$ cat src/pkg/incdec_exec_defs.svh
// Encodings, flag positions and access bank and BCD constants for the arithmetic/skip/jump execution unit
`ifndef INCDEC_EXEC_DEFS_SVH
`define INCDEC_EXEC_DEFS_SVH
`define OPC_DECIMAL_ADJUST 16'h0007
`define OPC6_DECREMENT_FILE 6'h01
`define OPC6_INCREMENT_FILE 6'h0a
`define OPC6_DEC_SKIP_ZERO 6'h0b
`define OPC6_INC_SKIP_ZERO 6'h0f
`define OPC6_DEC_SKIP_NONZERO 6'h13
`define OPC8_JUMP_FIRST 8'hef
`define OPC4_SECOND_WORD 4'hf
`define FLAG_CARRY 0
`define FLAG_HALF 1
`define FLAG_ZERO 2
`define FLAG_WRAP 3
`define FLAG_NEG 4
`define ACCESS_BANK 4'h0
`define BCD_LIMIT 4'h9
`define BCD_ADJUST 4'h6
`endif

$ cat src/pkg/incdec_exec_pkg.sv
// Types for the arithmetic/skip/jump execution unit
package incdec_exec_pkg;
  typedef enum logic [2:0] {
    ST_RUN = 3'b001,
    ST_FLUSH = 3'b010,
    ST_JUMP2 = 3'b100
  } exec_state_t;
endpackage : incdec_exec_pkg
$ cat src/hw/incdec_exec.sv
// Execution unit for decimal adjust, increment/decrement, skips and absolute jump
`timescale 1ns/1ps
`include "incdec_exec_defs.svh"

// Behaviour
// (RULE1) Low nibble plus 6 if >9 or half carry
// (RULE2) High nibble plus 6 if >9 or carry
// (RULE3) Decimal adjust touches only carry, half carry
// (RULE4) Decimal adjust decoded, one cycle, writes working
// (RULE5) Decrement file, destination bit, five flags updated
// (RULE6) Access bit zero selects access bank
// (RULE7) Increment file, destination bit, five flags updated
// (RULE8) Increment skip zero: no flags, flush next
// (RULE9) Decrement skip nonzero: no flags, flush next
// (RULE10) Skips take 1, 2 or 3 cycles
// (RULE11) Jump loads 20 bits into PC 20:1
// (RULE12) Jump two words, second cycle idle
// (RULE13) Decrement skip zero: no flags, flush next
module incdec_exec
  import incdec_exec_pkg::*;
#(
  parameter int PC_W = 21
) (
  input wire logic core_clk_i,
  input wire logic rstn_i,
  input wire logic q4_i,
  input wire logic [15:0] instr_i,
  input wire logic instr_two_word_i,
  input wire logic [7:0] bank_select_register_i,
  input wire logic [7:0] file_rdata_i,
  output logic [11:0] file_addr_o,
  output logic file_we_o,
  output logic [7:0] file_wdata_o,
  output logic [7:0] work_o,
  output logic [4:0] status_o,
  output logic [PC_W-1:0] pc_o,
  output logic pc_load_o,
  output logic idle_slot_o
);

  // ----------------------------------------------------------------
  // Decode
  // ----------------------------------------------------------------
  exec_state_t state_ff;
  logic [7:0] work_ff;
  logic [4:0] status_ff;
  logic [PC_W-1:0] pc_ff;
  logic pc_load_ff;
  logic [7:0] jump_low_ff;
  logic [1:0] flush_left_ff;
  logic file_we_ff;
  logic [7:0] file_wdata_ff;
  logic [11:0] file_addr_ff;

  logic [5:0] op6;
  logic dst_file;
  logic is_daw, is_dec, is_inc, is_dsz, is_isz, is_dsnz, is_jump1;
  logic is_file_op, is_up, is_skip_op;

  assign op6 = instr_i[15:10];
  assign dst_file = instr_i[9];
  assign is_daw = (instr_i == `OPC_DECIMAL_ADJUST); // see (RULE4)
  assign is_dec = (op6 == `OPC6_DECREMENT_FILE);
  assign is_inc = (op6 == `OPC6_INCREMENT_FILE);
  assign is_dsz = (op6 == `OPC6_DEC_SKIP_ZERO);
  assign is_isz = (op6 == `OPC6_INC_SKIP_ZERO);
  assign is_dsnz = (op6 == `OPC6_DEC_SKIP_NONZERO);
  assign is_jump1 = (instr_i[15:8] == `OPC8_JUMP_FIRST);
  assign is_up = is_inc | is_isz;
  assign is_skip_op = is_dsz | is_isz | is_dsnz;
  assign is_file_op = is_dec | is_inc | is_skip_op;

  // ----------------------------------------------------------------
  // Operand and result
  // ----------------------------------------------------------------
  logic [11:0] nxt_addr;
  logic [8:0] sum;
  logic [4:0] half_sum;
  logic [7:0] res;
  logic res_zero;
  logic wrap;
  logic take_skip;

  // Access bank when access bit is low, otherwise banked
  assign nxt_addr = instr_i[8] ? {bank_select_register_i[3:0], instr_i[7:0]}
                               : {`ACCESS_BANK, instr_i[7:0]}; // see (RULE6)
  // Decrement is add of all ones so carry means no borrow
  assign sum = is_up ? ({1'b0, file_rdata_i} + 9'h001) : ({1'b0, file_rdata_i} + 9'h0ff); // see (RULE5) (RULE7)
  assign half_sum = is_up ? ({1'b0, file_rdata_i[3:0]} + 5'h01) : ({1'b0, file_rdata_i[3:0]} + 5'h0f);
  assign res = sum[7:0];
  assign res_zero = (res == 8'h00);
  assign wrap = is_up ? (file_rdata_i == 8'h7f) : (file_rdata_i == 8'h80);
  assign take_skip = ((is_dsz | is_isz) & res_zero) | (is_dsnz & ~res_zero); // see (RULE8) (RULE9) (RULE13)

  // Decimal adjust
  logic lo_adj, hi_adj;
  logic [4:0] lo_sum;
  logic [4:0] hi_sum;
  logic [7:0] daw_res;
  assign lo_adj = (work_ff[3:0] > `BCD_LIMIT) | status_ff[`FLAG_HALF]; // see (RULE1)
  assign hi_adj = (work_ff[7:4] > `BCD_LIMIT) | status_ff[`FLAG_CARRY]; // see (RULE2)
  assign lo_sum = lo_adj ? ({1'b0, work_ff[3:0]} + {1'b0, `BCD_ADJUST}) : {1'b0, work_ff[3:0]};
  // Low nibble carry ripples up so the packed pair stays one decimal value
  assign hi_sum = {1'b0, work_ff[7:4]} + (hi_adj ? {1'b0, `BCD_ADJUST} : 5'h00) + {4'h0, lo_sum[4]};
  assign daw_res = {hi_sum[3:0], lo_sum[3:0]};

  // ----------------------------------------------------------------
  // Sequencing
  // ----------------------------------------------------------------
  logic run_exec;
  assign run_exec = q4_i & (state_ff == ST_RUN);

  always_ff @(posedge core_clk_i or negedge rstn_i) begin
    if (!rstn_i) begin
      state_ff <= ST_RUN;
      flush_left_ff <= 2'h0;
      jump_low_ff <= 8'h00;
    end else if (q4_i) begin
      unique case (state_ff)
        ST_RUN: begin
          if (is_file_op && take_skip) begin
            state_ff <= ST_FLUSH; // see (RULE10)
            flush_left_ff <= instr_two_word_i ? 2'h1 : 2'h0;
          end else if (is_jump1) begin
            state_ff <= ST_JUMP2;
            jump_low_ff <= instr_i[7:0];
          end
        end
        ST_FLUSH: begin
          // Each flushed word is one full idle cycle
          if (flush_left_ff == 2'h0) begin
            state_ff <= ST_RUN;
          end else begin
            flush_left_ff <= flush_left_ff - 2'h1; // see (RULE10)
          end
        end
        ST_JUMP2: begin
          state_ff <= ST_RUN; // see (RULE12)
        end
        default: begin
          state_ff <= ST_RUN;
        end
      endcase
    end
  end

  always_ff @(posedge core_clk_i or negedge rstn_i) begin
    if (!rstn_i) begin
      pc_ff <= '0;
      pc_load_ff <= 1'b0;
    end else begin
      pc_load_ff <= 1'b0;
      if (q4_i && state_ff == ST_JUMP2 && instr_i[15:12] == `OPC4_SECOND_WORD) begin
        pc_ff <= {instr_i[11:0], jump_low_ff, 1'b0}; // see (RULE11) (RULE12)
        pc_load_ff <= 1'b1;
      end
    end
  end

  always_ff @(posedge core_clk_i or negedge rstn_i) begin
    if (!rstn_i) begin
      work_ff <= 8'h00;
    end else if (run_exec) begin
      if (is_daw) begin
        work_ff <= daw_res; // see (RULE4)
      end else if (is_file_op && !dst_file) begin
        work_ff <= res;
      end
    end
  end

  always_ff @(posedge core_clk_i or negedge rstn_i) begin
    if (!rstn_i) begin
      status_ff <= 5'h00;
    end else if (run_exec) begin
      if (is_daw) begin
        // Carry only ever sets here, never clears a prior carry
        status_ff[`FLAG_CARRY] <= status_ff[`FLAG_CARRY] | hi_sum[4]; // see (RULE3)
        status_ff[`FLAG_HALF] <= lo_sum[4]; // see (RULE3)
      end else if (is_dec || is_inc) begin
        status_ff[`FLAG_CARRY] <= sum[8]; // see (RULE5) (RULE7)
        status_ff[`FLAG_HALF] <= half_sum[4];
        status_ff[`FLAG_ZERO] <= res_zero;
        status_ff[`FLAG_WRAP] <= wrap;
        status_ff[`FLAG_NEG] <= res[7];
      end
    end
  end

  always_ff @(posedge core_clk_i or negedge rstn_i) begin
    if (!rstn_i) begin
      file_we_ff <= 1'b0;
      file_wdata_ff <= 8'h00;
      file_addr_ff <= 12'h000;
    end else begin
      file_we_ff <= run_exec & is_file_op & dst_file; // see (RULE5) (RULE7)
      if (run_exec && is_file_op) begin
        file_wdata_ff <= res;
        file_addr_ff <= nxt_addr;
      end
    end
  end

  assign file_addr_o = (state_ff == ST_RUN) ? nxt_addr : file_addr_ff;
  assign file_we_o = file_we_ff;
  assign file_wdata_o = file_wdata_ff;
  assign work_o = work_ff;
  assign status_o = status_ff;
  assign pc_o = pc_ff;
  assign pc_load_o = pc_load_ff;
  assign idle_slot_o = (state_ff != ST_RUN);

  // ----------------------------------------------------------------
  // Checks
  // ----------------------------------------------------------------
  property p_skip_flags_kept;
    @(posedge core_clk_i) disable iff (!rstn_i)
      (run_exec && is_skip_op) |=> $stable(status_o);
  endproperty
  a_skip_flags_kept: assert property (p_skip_flags_kept) else $error("skip changed flags"); // see (RULE8)

  property p_isz_flush;
    @(posedge core_clk_i) disable iff (!rstn_i)
      (run_exec && is_isz && res_zero) |=> idle_slot_o;
  endproperty
  a_isz_flush: assert property (p_isz_flush) else $error("zero increment did not skip"); // see (RULE8)

  property p_dsnz_flush;
    @(posedge core_clk_i) disable iff (!rstn_i)
      (run_exec && is_dsnz && !res_zero) |=> idle_slot_o;
  endproperty
  a_dsnz_flush: assert property (p_dsnz_flush) else $error("nonzero decrement did not skip"); // see (RULE9)

  property p_dsz_noskip;
    @(posedge core_clk_i) disable iff (!rstn_i)
      (run_exec && is_dsz && !res_zero) |=> !idle_slot_o;
  endproperty
  a_dsz_noskip: assert property (p_dsz_noskip) else $error("nonzero decrement skipped"); // see (RULE13)

  property p_daw_carry_sticky;
    @(posedge core_clk_i) disable iff (!rstn_i)
      (run_exec && is_daw && status_ff[`FLAG_CARRY]) |=> status_o[`FLAG_CARRY];
  endproperty
  a_daw_carry_sticky: assert property (p_daw_carry_sticky) else $error("adjust cleared carry"); // see (RULE3)

  property p_daw_result;
    @(posedge core_clk_i) disable iff (!rstn_i)
      (run_exec && is_daw) |=> (work_o == $past(daw_res));
  endproperty
  a_daw_result: assert property (p_daw_result) else $error("adjust result wrong"); // see (RULE1)

  property p_dec_zero_flag;
    @(posedge core_clk_i) disable iff (!rstn_i)
      (run_exec && is_dec && file_rdata_i == 8'h01) |=> status_o[`FLAG_ZERO];
  endproperty
  a_dec_zero_flag: assert property (p_dec_zero_flag) else $error("decrement to zero no zero flag"); // see (RULE5)

  property p_inc_to_work;
    @(posedge core_clk_i) disable iff (!rstn_i)
      (run_exec && is_inc && !dst_file) |=> (work_o == $past(res)) && !file_we_o;
  endproperty
  a_inc_to_work: assert property (p_inc_to_work) else $error("increment destination wrong"); // see (RULE7)

  property p_access_bank;
    @(posedge core_clk_i) disable iff (!rstn_i)
      (state_ff == ST_RUN && !instr_i[8]) |-> (file_addr_o == {`ACCESS_BANK, instr_i[7:0]});
  endproperty
  a_access_bank: assert property (p_access_bank) else $error("access bank not selected"); // see (RULE6)

  property p_jump_two_cycles;
    @(posedge core_clk_i) disable iff (!rstn_i)
      (run_exec && is_jump1) |=> idle_slot_o;
  endproperty
  a_jump_two_cycles: assert property (p_jump_two_cycles) else $error("jump second cycle not idle"); // see (RULE12)

  property p_dsz_flush;
    @(posedge core_clk_i) disable iff (!rstn_i)
      (run_exec && is_dsz && res_zero) |=> idle_slot_o;
  endproperty
  a_dsz_flush: assert property (p_dsz_flush) else $error("zero decrement did not skip"); // see (RULE13)

  property p_isz_noskip;
    @(posedge core_clk_i) disable iff (!rstn_i)
      (run_exec && is_isz && !res_zero) |=> !idle_slot_o;
  endproperty
  a_isz_noskip: assert property (p_isz_noskip) else $error("nonzero increment skipped"); // see (RULE8)

  property p_dsnz_noskip;
    @(posedge core_clk_i) disable iff (!rstn_i)
      (run_exec && is_dsnz && res_zero) |=> !idle_slot_o;
  endproperty
  a_dsnz_noskip: assert property (p_dsnz_noskip) else $error("zero decrement skipped"); // see (RULE9)

  property p_skip_extra_word;
    @(posedge core_clk_i) disable iff (!rstn_i)
      (run_exec && is_file_op && take_skip && instr_two_word_i) |=> idle_slot_o && (flush_left_ff == 2'h1);
  endproperty
  a_skip_extra_word: assert property (p_skip_extra_word) else $error("two word skip too short"); // see (RULE10)

  property p_jump_pc_load;
    @(posedge core_clk_i) disable iff (!rstn_i)
      (q4_i && state_ff == ST_JUMP2 && instr_i[15:12] == `OPC4_SECOND_WORD) |=>
        pc_load_o && (pc_o == {$past(instr_i[11:0]), $past(jump_low_ff), 1'b0});
  endproperty
  a_jump_pc_load: assert property (p_jump_pc_load) else $error("jump target not loaded"); // see (RULE11)

  property p_dec_to_file;
    @(posedge core_clk_i) disable iff (!rstn_i)
      (run_exec && is_dec && dst_file) |=> file_we_o && (file_wdata_o == $past(res)) && $stable(work_o);
  endproperty
  a_dec_to_file: assert property (p_dec_to_file) else $error("decrement destination wrong"); // see (RULE5)

endmodule : incdec_exec

$ cat config.mk
export PLATFORM = sky130hd
export DESIGN_NAME = incdec_exec
export DESIGN_NICKNAME = d
export VERILOG_FILES = /design/src/pkg/incdec_exec_pkg.sv /design/src/hw/incdec_exec.sv
export VERILOG_INCLUDE_DIRS = /design/src /design/src/pkg
export SDC_FILE = /design/constraint.sdc
export NUM_CORES = 1
export LEC_CHECK = 0
export ABC_AREA = 1
export BUFFER_PORTS_ARGS = -buffer_cell sky130_fd_sc_hd__buf_4
export CAP_MARGIN = 40
export CORE_MARGIN = 4
export CORE_UTILIZATION = 54
export CTS_CLUSTER_SIZE = 25
export DETAILED_ROUTE_END_ITERATION = 10
export PLACE_DENSITY = 0.81
export SLEW_MARGIN = 20
export SYNTH_ARGS = -nofsm -noshare
export SYNTH_HDL_FRONTEND = slang
export SYNTH_SLANG_ARGS = --single-unit
export TNS_END_PERCENT = 20
$ cat constraint.sdc
create_clock -name core_clk_i -period 2.7 [get_ports core_clk_i]
set_clock_uncertainty 0.2 [all_clocks]
set_input_delay 0.405 -clock core_clk_i [delete_from_list [all_inputs] [get_ports core_clk_i]]
set_output_delay 0.405 -clock core_clk_i [all_outputs]
set_load 0.01 [all_outputs]
==> impl_metrics.csv <==
group,metric,value,unit
run_status,status,"finished clean",
place,placedCellCount,639,
timing,setup_viol,0,
hold_path,hp-class,"input port to flop",
worst_setup_path,end_kind,"output pin",
yosys,yosysSeqAreaShare,0.4575,
grt,globalRouteOverflowTotal,0,
grt,met2_usage,0.3838,
drt,drc,0,
job,maxCapViolations,0,
clock_network,clock_tree.root_cell,"clkbuf_8",
grt,antenna_found_initial,0,
grt,grt_pass1_vias,3358,
drt,dr_total_vias,3498,
finish,synthToLayoutAreaGrowth,29.58,%
floorplanning,die_h,91.03,um
drt,viasPerCell,5.324,
grt,met3_usage,0.04380,
floorplanning,rows,29,
finish,instances_no_fill,657,
yosys,syn-cell-area,3722,um^2
drt,first_pass_iters,5,
yosys,synth_warnings,0,
grt,grt_usage,0.2415,
grt,top_usage_layer,"met2",
floorplanning,start_util,0.5699,
yosys,avgSynthCellArea,8.040,um^2
worst_setup_path,worstSetupPathType,"flop to output pin",
place,place.detailed.hpwl,7.241,mm
power_and_ir_drop,p_per_area,710.1,nW/um^2
floorplanning,die_x,91.03,um
clock_network,cts_tree,"yes",
clock_network,clkLatencyLatePin,0.35,ns
yosys,ys_types,44,
yosys,synth.net_count,508,
clock_network,cts_buffers,9,
timing,finalHoldViolations,0,
finish,postLayoutCoreUtil,0.7385,
finish,fin_nets,620,
finish,antenna_cells,0,
timing,period_needed,2.480,ns
drt,wl_per_cell,14.58,um
power_and_ir_drop,ir_worst_vdd,0.6276,mV
grt,grt_max_degree,69,
timing,slew_headroom,0.5062,
timing,post-route-period-util,0.9184,
worst_setup_path,critPathLaunchType,"flop",
floorplanning,core,6531,um^2
floorplanning,io_pins,93,
finish,drive_above_1_share,0.3000,
finish,nFillCells,496,
clock_network,clk_pin_slew_worst_paths,0.08,ns
yosys,yosysTopAreaCell,"dfrtp_1",
timing,worst_pin_slew,0.7311,ns
floorplanning,dieArea,8286,um^2
clock_network,cts.sinks,68,
drt,first_iter_violations,251,
timing,fmax,0.4033,GHz
yosys,synthTopCellsByArea,"dfrtp_1 45%, nand2_1 14%, o21ai_0 7.8%, inv_1 4.4%, nand3_1 2.8%",
grt,grt_pass1_wl,16.11,mm
place,port_buffers,87,
worst_setup_path,crit_fanout,28,
worst_setup_path,arrival,1.87,ns
place,routabilityCongestion,0.8618,
timing,slew_violations,0,
clock_network,cts_max_level,3,
grt,grt_use_met1,0.3317,
yosys,synthDominantCellAreaShare,0.4504,
drt,ant_nets,0,
timing,rsz0062_at_grt,"no",
drt,wl,9.576,mm
worst_setup_path,cp.required,2.10,ns
yosys,synth_cells,463,
clock_network,postCtsSetupBuffers,0,
clock_network,cts_resized,0,
clock_network,clock_path_buffers,2,
yosys,ys_seq_elements,68,
power_and_ir_drop,p_leak,2.534,nW
[power breakdown]
part	switching [W]	internal, W	leakage [nW]
clock	0.000431	0.000345	0.0868
sequential	0.000156	0.00123	0.892
combinational	0.000680	0.000580	1.55
total	0.00127	0.00216	2.53
[placed cells by master, fill, tap and decap left out, types with 2 or more instances in the layout]
cell type,n
clkinv_4,2
nor2_1,21
nor3_1,6
a21oi_1,15
nor2_2,5
buf_4,111
o21ai_0,58
dfrtp_1,67
clkinv_1,2
clkbuf_8,9
nor4_1,3
nand3_1,21
ha_1,8
nand2_4,7
nand2_1,136
inv_2,4
nand2_2,12
a31oi_1,3
nand3_4,2
xor2_1,3
clkinvlp_4,2
nand3_2,6
inv_6,3
inv_1,44
nor2_4,4
nand4_1,2
o41ai_1,2
[cell type report]
cell class | instances | area (um^2) | area share
well taps | 77 | 96.34 | 0.01997
inverters | 51 | 193.9 | 0.04021
flip-flops and latches | 68 | 1703 | 0.3530
clock buffers | 9 | 123.9 | 0.02568
multi-input cells | 332 | 1777 | 0.3684
repair buffers | 113 | 870.8 | 0.1805
clock inverters | 7 | 58.81 | 0.01219
[through the flow]
step           hold slack [ns]  setup TNS, ns  instance area, um^2  total power, W  worst slack, ns
2_1_floorplan         -0.09059              0                 3722        0.002066           0.2028
3_3_place_gp            0.2511              0                 4603        0.002614         0.002129
3_5_place_dp            0.2601       -0.09354                 4603        0.002654         -0.03847
4_1_cts                 0.1264              0                 4796        0.003442           0.2270
5_1_grt                 0.1222              0                 4823        0.003664          0.02743
6_report                0.1260              0                 4823        0.003425           0.2204
[state kept, by name (all words and copies together), names as in the netlist]
name / count
pc_o: 20
file_addr_ff: 12
file_wdata_o: 8
jump_low_ff: 8
work_o: 8
status_o: 5
state_ff: 3
flush_left_ff: 2
file_we_o: 1
pc_load_o: 1
[routing by layer]
| metal | routed length (um) | vias up |
|---|---|---|
| li1 | - | 1730 |
| met1 | 4298 | 1625 |
| met2 | 4577 | 121 |
| met3 | 478 | 22 |
| met4 | 222 | 0 |
| met5 | 0 | - |
[what timing repair did]
action | 4_1_cts | 5_1_grt
hold buffers | 1 | 0
endpoints found under the hold margin | 15 | 0
endpoints found under the setup margin | 0 | 0
[Yosys cell counts, drive strengths merged]
library cell,n
nand2,156
dfrtp,67
o21ai,59
inv,49
nor2,30
nand3,29
a21oi,15
clkbuf,11
ha,8
nor3,7
a31oi,3
nor4,3
xor2,3
clkinv,2
nand4,2
o41ai,2
a2111oi,1
a211oi,1
a221oi,1
a22oi,1
a32o,1
a32oi,1
buf,1
conb,1
dfstp,1
fa,1
mux2i,1
nand3b,1
o21a,1
o21bai,1
o22ai,1
or2,1
xnor2,1
[worst max-delay path, cell delays in order, from the launching register on]
cell     delay (ns)
dfstp_2        0.55
inv_1          0.06
nor3_2         0.21
inv_1          0.09
buf_4          0.22
o21ai_0        0.21
buf_4          0.16
[cell families after synthesis]
kind of cell	Yosys count	share of synthesized area
adders and majority gates	9	0.03227
buffers and inverters	63	0.06521
and+or+nand+nor	229	0.3022
DFF	68	0.4575
xor gates and xnor gates	4	0.009413
AOI/OAI and AO/OA	88	0.1298
other	1	0.001007
muxes	1	0.002689
[worst paths after layout]
kind | slack, ns | to | startpoint | cells after the start
max | 0.22 | file_addr_o[1] | state_ff[0] | 6
min | 0.13 | file_wdata_o[0] | file_rdata_i[0] | 2
max reg2reg | 0.41 | work_o[4] | state_ff[0] | 12
min in group asynchronous | 0.21 | pc_o[2] | rstn_i | 2
min reg2reg | 0.27 | pc_o[4] | jump_low_ff[3] | 2
max in group asynchronous | 1.53 | state_ff[0] | rstn_i | 3
(Power assumes the default switching activity.)
